[config.mk]
export PLATFORM = sky130hd
export DESIGN_NAME = pdio_regs
export DESIGN_NICKNAME = d
export VERILOG_FILES = /design/src/pdio_pkg.sv /design/src/pdio_regs.sv
export SDC_FILE = /design/constraint.sdc
export NUM_CORES = 1
export LEC_CHECK = 0
export ABC_AREA = 1
export ABC_CLOCK_PERIOD_IN_PS = 2000
export BUFFER_PORTS_ARGS = -buffer_cell sky130_fd_sc_hd__buf_4
export CAP_MARGIN = 5
export CORE_MARGIN = 1.5
export CORE_UTILIZATION = 25
export CTS_CLUSTER_DIAMETER = 100
export CTS_CLUSTER_SIZE = 25
export DETAILED_ROUTE_END_ITERATION = 12
export GPL_ROUTABILITY_DRIVEN = 1
export SYNTH_ARGS = -nofsm -noshare
export SYNTH_HDL_FRONTEND = slang
export SYNTH_SLANG_ARGS = --single-unit
[constraint.sdc]
create_clock -name CLK_SYS_IN -period 2 [get_ports CLK_SYS_IN]
set_input_delay 0.4 -clock CLK_SYS_IN [delete_from_list [all_inputs] [get_ports CLK_SYS_IN]]
set_output_delay 0.4 -clock CLK_SYS_IN [all_outputs]
set_load 0.02 [all_outputs]
[src/pdio_pkg.sv]
/*
  Package for the parallel digital I/O host register bank.
  Holds register offsets, the group 1 configuration field layout,
  reset values, timing constants and the carrier structs.
  Assumes a 40 MHz board clock and a 5-bit byte address inside the board.
*/
package pdio_pkg;

  localparam int unsigned CLK_PERIOD_PS = 25000;
  localparam int unsigned SETTLE_STEP_NS = 100;
  localparam int unsigned SETTLE_STEP_CYC =
    (SETTLE_STEP_NS * 1000) / CLK_PERIOD_PS;

  localparam logic [4:0] OFF_GRP1_CFG = 5'h00;
  localparam logic [4:0] OFF_STATUS = 5'h00;
  localparam logic [4:0] OFF_GRP2_CFG = 5'h02;
  localparam logic [4:0] OFF_THIRD_CFG = 5'h04;
  localparam logic [4:0] OFF_PORT_A = 5'h06;
  localparam logic [4:0] OFF_PORT_B = 5'h07;
  localparam logic [4:0] OFF_PORT_C = 5'h08;
  localparam logic [4:0] OFF_PORT_D = 5'h09;
  localparam logic [4:0] OFF_CNT_IRQ_CLR = 5'h0a;
  localparam logic [4:0] OFF_G1_TC_CLR = 5'h0c;
  localparam logic [4:0] OFF_G2_TC_CLR = 5'h0e;
  localparam logic [4:0] OFF_TRIG_SHIFT = 5'h10;
  localparam logic [4:0] OFF_TRIG_STROBE = 5'h12;
  localparam logic [4:0] OFF_FOURTH_CFG = 5'h14;
  localparam logic [4:0] OFF_TIMER_ONE = 5'h18;
  localparam logic [4:0] OFF_TIMER_TWO = 5'h1a;
  localparam logic [4:0] OFF_TIMER_THREE = 5'h1c;
  localparam logic [4:0] OFF_TIMER_CMD = 5'h1e;

  localparam int unsigned GROUP1_CONFIG_DMA_EN_BIT = 15;
  localparam int unsigned GROUP1_CONFIG_IRQ_EN_BIT = 14;
  localparam int unsigned GROUP1_CONFIG_DELAY_HI = 13;
  localparam int unsigned GROUP1_CONFIG_DELAY_LO = 11;
  localparam int unsigned GROUP1_CONFIG_LRESET_BIT = 8;
  localparam int unsigned GROUP1_CONFIG_REQ_INV_BIT = 6;
  localparam int unsigned GROUP1_CONFIG_PULSE_BIT = 4;

  localparam logic [15:0] CFG_RESET = 16'h0000;
  localparam logic [7:0] BYTE_RESET = 8'h00;
  localparam logic [6:0] STATUS_PAD = 7'h00;

  typedef enum logic [1:0] {
    PDIO_IDLE = 2'b00,
    PDIO_READY = 2'b01,
    PDIO_SETTLE = 2'b11,
    PDIO_ACK = 2'b10
  } pdio_hs_t;

  typedef struct packed {
    logic [15:0] g1_cfg;
    logic [15:0] g2_cfg;
    logic [15:0] third_cfg;
    logic [15:0] fourth_cfg;
  } pdio_cfg_t;

  typedef struct packed {
    logic [7:0] port_a;
    logic [7:0] port_b;
    logic [7:0] port_c;
    logic [7:0] port_d;
  } pdio_ports_t;

  typedef struct packed {
    logic [7:0] tmr1;
    logic [7:0] tmr2;
    logic [7:0] tmr3;
    logic [7:0] tmr_cmd;
    logic [7:0] trig_shift;
  } pdio_misc_t;

  typedef struct packed {
    pdio_cfg_t cfg;
    pdio_ports_t ports;
    pdio_misc_t misc;
    logic cnt_irq;
    logic g1_tc_irq;
    logic g2_tc_irq;
    logic lreset_seen;
    pdio_hs_t hs;
    logic [7:0] delay_cnt;
    logic [1:0] req_sync;
    logic req_prev;
    logic g1_data_ready;
    logic trig_strobe;
    logic [15:0] rd_data;
  } pdio_state_t;

endpackage : pdio_pkg

[src/pdio_regs.sv]
/*
  Host register bank of the parallel digital I/O board, with a simple
  group 1 handshake engine that exercises the configuration word.
  Assumes an I/O-channel style host giving a full 10-bit I/O address,
  a one-cycle read or write strobe and a byte/word size flag.
*/
`timescale 1ns/100ps
module pdio_regs
  import pdio_pkg::*;
#(
  parameter logic [9:0] BASE_ADDR = 10'h240
) (
  input wire logic CLK_SYS_IN,
  input wire logic RESETN_IN,
  input wire logic CLK_EN_IN,
  input wire logic [9:0] ADDR_IN,
  input wire logic WR_IN,
  input wire logic RD_IN,
  input wire logic WORD_IN,
  input wire logic [15:0] WDATA_IN,
  output logic [15:0] RDATA_OUT,
  input wire logic GRP1_REQUEST_IN,
  input wire logic CNT_EVENT_IN,
  input wire logic G1_TC_IN,
  input wire logic G2_TC_IN,
  output logic GRP1_ACK_OUT,
  output logic GRP1_DMA_REQ_OUT,
  output logic GRP1_IRQ_OUT,
  output logic [31:0] PORT_DATA_OUT,
  output logic [15:0] GRP2_CFG_OUT,
  output logic [15:0] THIRD_CFG_OUT,
  output logic [15:0] FOURTH_CFG_OUT,
  output logic [31:0] TIMER_DATA_OUT,
  output logic [7:0] TRIG_SHIFT_OUT,
  output logic TRIG_STROBE_OUT
);

  pdio_state_t s_q, s_d;
  logic hit;
  logic [4:0] off;
  logic req_act;
  logic req_evt;
  logic [7:0] delay_len;
  logic [15:0] wr_cfg;

  // The board claims a 32-byte window above the base address.
  assign hit = (ADDR_IN[9:5] == BASE_ADDR[9:5]);
  assign off = ADDR_IN[4:0];

  // Request level after polarity; low-active when the invert bit is set.
  assign req_act = s_q.req_sync[1] ^ s_q.cfg.g1_cfg[GROUP1_CONFIG_REQ_INV_BIT];
  // Pulse mode acts on the leading edge, level mode on the level.
  assign req_evt = s_q.cfg.g1_cfg[GROUP1_CONFIG_PULSE_BIT] ?
                   (req_act & ~s_q.req_prev) : req_act;
  // Delay code times one 100 ns step; code 0 still gives one clock of settle before ack.
  assign delay_len = 8'((32'(s_q.cfg.g1_cfg[GROUP1_CONFIG_DELAY_HI:GROUP1_CONFIG_DELAY_LO]) *
                     SETTLE_STEP_CYC));

  always_comb begin
    s_d = s_q;
    wr_cfg = WDATA_IN;
    s_d.trig_strobe = 1'b0;
    s_d.req_sync = {s_q.req_sync[0], GRP1_REQUEST_IN};
    s_d.req_prev = req_act;
    if (CNT_EVENT_IN) begin
      s_d.cnt_irq = 1'b1;
    end
    if (G1_TC_IN) begin
      s_d.g1_tc_irq = 1'b1;
    end
    if (G2_TC_IN) begin
      s_d.g2_tc_irq = 1'b1;
    end
    case (s_q.hs)
      PDIO_IDLE: begin
        if (req_evt) begin
          s_d.hs = PDIO_READY;
          s_d.g1_data_ready = 1'b1;
        end
      end
      PDIO_READY: begin
        if (!s_q.g1_data_ready) begin
          s_d.hs = PDIO_SETTLE;
          s_d.delay_cnt = delay_len;
        end
      end
      PDIO_SETTLE: begin
        if (s_q.delay_cnt == 8'h00) begin
          s_d.hs = PDIO_ACK;
        end else begin
          s_d.delay_cnt = s_q.delay_cnt - 8'h01;
        end
      end
      PDIO_ACK: begin
        if (s_q.cfg.g1_cfg[GROUP1_CONFIG_PULSE_BIT] || !req_act) begin
          s_d.hs = PDIO_IDLE;
        end
      end
      default: begin
        s_d.hs = PDIO_IDLE;
      end
    endcase
    // Byte writes carry no upper half; word writes to byte registers
    // simply drop it, except at ports A and C, which pass it on to ports B and D.
    if (!WORD_IN) begin
      wr_cfg = {8'h00, WDATA_IN[7:0]};
    end
    if (hit && WR_IN) begin
      case (off)
        OFF_GRP1_CFG: begin
          s_d.cfg.g1_cfg = wr_cfg;
          if (wr_cfg[GROUP1_CONFIG_LRESET_BIT]) begin
            s_d.lreset_seen = 1'b1;
          end else if (s_q.lreset_seen) begin
            // Only the falling write resets, so a held bit cannot
            // wedge the engine mid-transfer.
            s_d.lreset_seen = 1'b0;
            s_d.hs = PDIO_IDLE;
            s_d.g1_data_ready = 1'b0;
            s_d.delay_cnt = 8'h00;
          end
        end
        OFF_GRP2_CFG: s_d.cfg.g2_cfg = wr_cfg;
        OFF_THIRD_CFG: s_d.cfg.third_cfg = wr_cfg;
        OFF_FOURTH_CFG: s_d.cfg.fourth_cfg = wr_cfg;
        OFF_PORT_A: begin
          s_d.ports.port_a = WDATA_IN[7:0];
          if (WORD_IN) begin
            s_d.ports.port_b = WDATA_IN[15:8];
          end
          s_d.g1_data_ready = 1'b0;
        end
        OFF_PORT_B: s_d.ports.port_b = WDATA_IN[7:0];
        OFF_PORT_C: begin
          s_d.ports.port_c = WDATA_IN[7:0];
          if (WORD_IN) begin
            s_d.ports.port_d = WDATA_IN[15:8];
          end
        end
        OFF_PORT_D: s_d.ports.port_d = WDATA_IN[7:0];
        // A clear write loses to an event in the same cycle.
        OFF_CNT_IRQ_CLR: s_d.cnt_irq = CNT_EVENT_IN;
        OFF_G1_TC_CLR: s_d.g1_tc_irq = G1_TC_IN;
        OFF_G2_TC_CLR: s_d.g2_tc_irq = G2_TC_IN;
        OFF_TRIG_SHIFT: s_d.misc.trig_shift = WDATA_IN[7:0];
        OFF_TRIG_STROBE: s_d.trig_strobe = 1'b1;
        OFF_TIMER_ONE: s_d.misc.tmr1 = WDATA_IN[7:0];
        OFF_TIMER_TWO: s_d.misc.tmr2 = WDATA_IN[7:0];
        OFF_TIMER_THREE: s_d.misc.tmr3 = WDATA_IN[7:0];
        OFF_TIMER_CMD: s_d.misc.tmr_cmd = WDATA_IN[7:0];
        default: begin
          // Unmapped offsets are ignored.
        end
      endcase
    end
    if (hit && RD_IN) begin
      case (off)
        // Direction alone picks status over config at offset 00.
        OFF_STATUS: s_d.rd_data = {STATUS_PAD, s_q.hs, s_q.req_sync[1],
          GRP1_IRQ_OUT, GRP1_DMA_REQ_OUT, s_q.g1_data_ready,
          s_q.cnt_irq, s_q.g1_tc_irq, s_q.g2_tc_irq};
        OFF_PORT_A: begin
          s_d.rd_data = {s_q.ports.port_b, s_q.ports.port_a};
          s_d.g1_data_ready = 1'b0;
        end
        OFF_PORT_B: s_d.rd_data = {8'h00, s_q.ports.port_b};
        OFF_PORT_C: s_d.rd_data = {s_q.ports.port_d, s_q.ports.port_c};
        OFF_PORT_D: s_d.rd_data = {8'h00, s_q.ports.port_d};
        OFF_TIMER_ONE: s_d.rd_data = {8'h00, s_q.misc.tmr1};
        OFF_TIMER_TWO: s_d.rd_data = {8'h00, s_q.misc.tmr2};
        OFF_TIMER_THREE: s_d.rd_data = {8'h00, s_q.misc.tmr3};
        default: s_d.rd_data = 16'h0000;
      endcase
    end
  end

  always_ff @(posedge CLK_SYS_IN or negedge RESETN_IN) begin
    if (!RESETN_IN) begin
      s_q <= '0;
      s_q.cfg <= {4{CFG_RESET}};
      s_q.ports <= {4{BYTE_RESET}};
      s_q.hs <= PDIO_IDLE;
    end else if (CLK_EN_IN) begin
      s_q <= s_d;
    end
  end

  // Requests follow the ready flag only while enabled.
  assign GRP1_DMA_REQ_OUT = s_q.g1_data_ready &
                            s_q.cfg.g1_cfg[GROUP1_CONFIG_DMA_EN_BIT];
  assign GRP1_IRQ_OUT = s_q.g1_data_ready &
                        s_q.cfg.g1_cfg[GROUP1_CONFIG_IRQ_EN_BIT];
  assign GRP1_ACK_OUT = (s_q.hs == PDIO_ACK);
  assign RDATA_OUT = s_q.rd_data;
  assign PORT_DATA_OUT = s_q.ports;
  assign GRP2_CFG_OUT = s_q.cfg.g2_cfg;
  assign THIRD_CFG_OUT = s_q.cfg.third_cfg;
  assign FOURTH_CFG_OUT = s_q.cfg.fourth_cfg;
  assign TIMER_DATA_OUT = {s_q.misc.tmr1, s_q.misc.tmr2, s_q.misc.tmr3,
                           s_q.misc.tmr_cmd};
  assign TRIG_SHIFT_OUT = s_q.misc.trig_shift;
  assign TRIG_STROBE_OUT = s_q.trig_strobe;

endmodule : pdio_regs

==> results.sh <==
export IMPL_status="complete, no violations"
export IMPL_grt_total_usage=0.156
export IMPL_drc=0
export IMPL_drtIter0Drc=491
export IMPL_fin_skew_ns=0.00982
export IMPL_die_h_microns=187
export IMPL_antenna_found_initial=2
export IMPL_synth_top_area_share=0.479
export IMPL_fin_crit_sh=0.888
export IMPL_dieWidth_microns=187
export IMPL_diodes=0
export IMPL_synth_top_area_cell="dfrtp_1"
export IMPL_postCtsSetupRepairBufs=0
export IMPL_cp_start_kind="flip-flop"
export IMPL_final_cell_mix="nand2_1, buf_4, dfrtp_1"
export IMPL_stdcell_area_sq_um=9980
export IMPL_max_freq_mhz=563
export IMPL_maxSlewViolCount=0
export IMPL_die_area_sq_um=35000
export IMPL_synthTopCellsByArea="dfrtp_1, nand2_1, buf_4, o21ai_0, nor2_1"
export IMPL_clockBufferDepth=2
export IMPL_num_vias=6709
export IMPL_ys_ff_latch=162
export IMPL_hp_class="input port to flip-flop"
export IMPL_grt_ovfl_total=0
export IMPL_cts_root_buf="clkbuf_16"
export IMPL_nets=1137
export IMPL_syn_to_final_growth_pct=17.9
export IMPL_yosysWarnings=0
export IMPL_final_common_cell="nand2_1"
export IMPL_tightest_slew_ns=0.517
export IMPL_std_cell_rows=67
export IMPL_cts_buffers=17
export IMPL_ios=176
export IMPL_rsz0062_at_grt="no"
export IMPL_firstDrtPassIters=5
export IMPL_tritoncts="done"
export IMPL_critPathCaptureType="primary output"
export IMPL_crit_type="flip-flop to primary output"
export IMPL_ys_seq_area_frac=0.479
export IMPL_p_leak_nw=5.16
export IMPL_synth_cell_types=33
export IMPL_min_period_ns=1.78
export IMPL_vdd_drop_max_mv=0.393
export IMPL_grt_pass1_wl_microns=40800
export IMPL_clkTransAtPathRegs_ns=0.07
export IMPL_dpl_instance_area_sq_um=9400
export IMPL_hpwlAfterDp_microns=20600
export IMPL_power_density_nw_per_um2=748
export IMPL_finalSetupTns_ns=0
export IMPL_setup_violations=0
export IMPL_syn_nets=1087
export IMPL_synth_avg_cell_area_sq_um=8.07
export IMPL_maxCapViolations=0
export IMPL_viasPerCell=4.30
export IMPL_synthesis_area_sq_um=8470
export IMPL_grt_start_max_net_pins=54
export IMPL_routed_wl_microns=26900
export IMPL_postRouteAntennaNets=0
export IMPL_clk_insertion_delay_late_ns=0.44
export IMPL_drive_gt1_frac=0.239
export IMPL_port_buffers=175
export IMPL_arrival_ns=1.38
export IMPL_cts_resized=0
export IMPL_wl_per_cell_microns=17.2
export IMPL_htree_levels=4
export IMPL_gp_congestion=0.838
export IMPL_synthCells=1049
export IMPL_max_slew_margin=0.655
export IMPL_hold_viol=0
export IMPL_cts_sinks=162
export IMPL_core_area_sq_um=33400
export IMPL_start_util=0.253
export IMPL_grt_pass1_vias=6490
export IMPL_cp_max_fo=5
export IMPL_critical_path_required_ns=1.60
==> critical path, stage by stage (launching register included) <==
cell and delay, ns:
dfrtp_1 0.50, nand2_1 0.09, inv_1 0.17, buf_4 0.18
==> metrics by stage <==
step | worst slack (ns) | hold slack, ns | cells | util | power (mW)
global placement | 0.0621 | 0.365 | 1527 | 0.281 | 4.31
finish | 0.224 | 0.177 | 1560 | 0.298 | 7.46
global route | 0.115 | 0.174 | 1560 | 0.298 | 7.81
CTS | 0.239 | 0.162 | 1560 | 0.298 | 7.56
detailed placement | 0.0294 | 0.365 | 1527 | 0.281 | 4.33
floorplan | 0.418 | 0.104 | 1049 | - | 3.98
==> timing repair <==
action / in CTS / in global routing
setup endpoints to repair: 0 / 0
hold buffers: 1 / 0
endpoints found under the hold margin: 41 / 0
==> state kept, by name, summed over array words and instances, names as in the netlist <==
name,count
PORT_DATA_OUT,32
TIMER_DATA_OUT,32
s_q,24
FOURTH_CFG_OUT,16
GRP2_CFG_OUT,16
RDATA_OUT,16
THIRD_CFG_OUT,16
TRIG_SHIFT_OUT,8
TRIG_STROBE_OUT,1
s_d,1
==> path summary, 6_finish.rpt <==
check / start / end / slack, ns / cells past startpoint
hold reg to reg: TRIG_SHIFT_OUT[1]$_DFFE_PN0P_ / TRIG_SHIFT_OUT[1]$_DFFE_PN0P_ / 0.47 / 2
min in group asynchronous: RESETN_IN / s_q[21]$_DFFE_PN0P_ / 0.46 / 2
max in group asynchronous: RESETN_IN / FOURTH_CFG_OUT[12]$_DFFE_PN0P_ / 0.85 / 3
setup reg to reg: s_q[21]$_DFFE_PN0P_ / s_q[28]$_DFFE_PN0P_ / 0.29 / 9
setup / recovery: s_q[17]$_DFFE_PN0P_ / GRP1_IRQ_OUT / 0.22 / 3
hold / removal: WDATA_IN[3] / TRIG_SHIFT_OUT[3]$_DFFE_PN0P_ / 0.18 / 3
==> metal layers <==
| metal | share of wire | up-vias | GRT usage |
|---|---|---|---|
| met5 | 0.0010 | - | 0 |
| met4 | 0.020 | 4 | 0.0484 |
| met3 | 0.078 | 31 | 0.0512 |
| met2 | 0.46 | 218 | 0.243 |
| met1 | 0.44 | 3167 | 0.204 |
| li1 | - | 3289 | - |
==> cells in the mapped netlist <==
cell type    n
nor2_8       3
nand3b_1     1
o21ai_2      1
a21oi_2      1
nand4_1      2
nand2_4      4
o21a_1       8
nor2_2       4
buf_2       11
inv_1       42
nor2_1      45
o21ai_0    136
nor3_1       2
clkbuf_2     1
clkbuf_1    19
buf_4      138
nand2_2      4
ha_1         2
buf_6        5
o221ai_1     1
nand2_1    387
xor2_1       4
o211a_1      1
a21oi_1      8
o21ai_1     14
nand3_2      2
o31ai_1      1
inv_2        3
nand3_1     28
nor3_2       1
dfrtp_1    162
clkinv_4     1
nor2_4       7
==> report_power, final <==
| group | switching, mW | total [mW] | leakage, nW | internal, mW |
|---|---|---|---|---|
| logic | 0.559 | 0.842 | 2.70 | 0.283 |
| registers | 0.0725 | 3.42 | 2.19 | 3.35 |
| clock network | 1.43 | 3.20 | 0.269 | 1.77 |
==> final cells by class <==
| type | count | area (sq um) |
|---|---|---|
| flip-flops and latches | 162 | 4050 |
| fillers | 3555 | 23500 |
| clock buffers | 19 | 443 |
| well taps | 448 | 561 |
| repair buffers | 205 | 1610 |
| inverters | 46 | 178 |
| multi-input cells | 667 | 3010 |
| clock inverters | 13 | 125 |
==> cell families after synthesis <==
kind of cell | synth area share
flops | 0.479
simple gates | 0.243
xor+xnor | 0.00414
compound gates | 0.106
buf+inv | 0.166
fa+ha+maj | 0.00296
(Power assumes the default switching activity.)
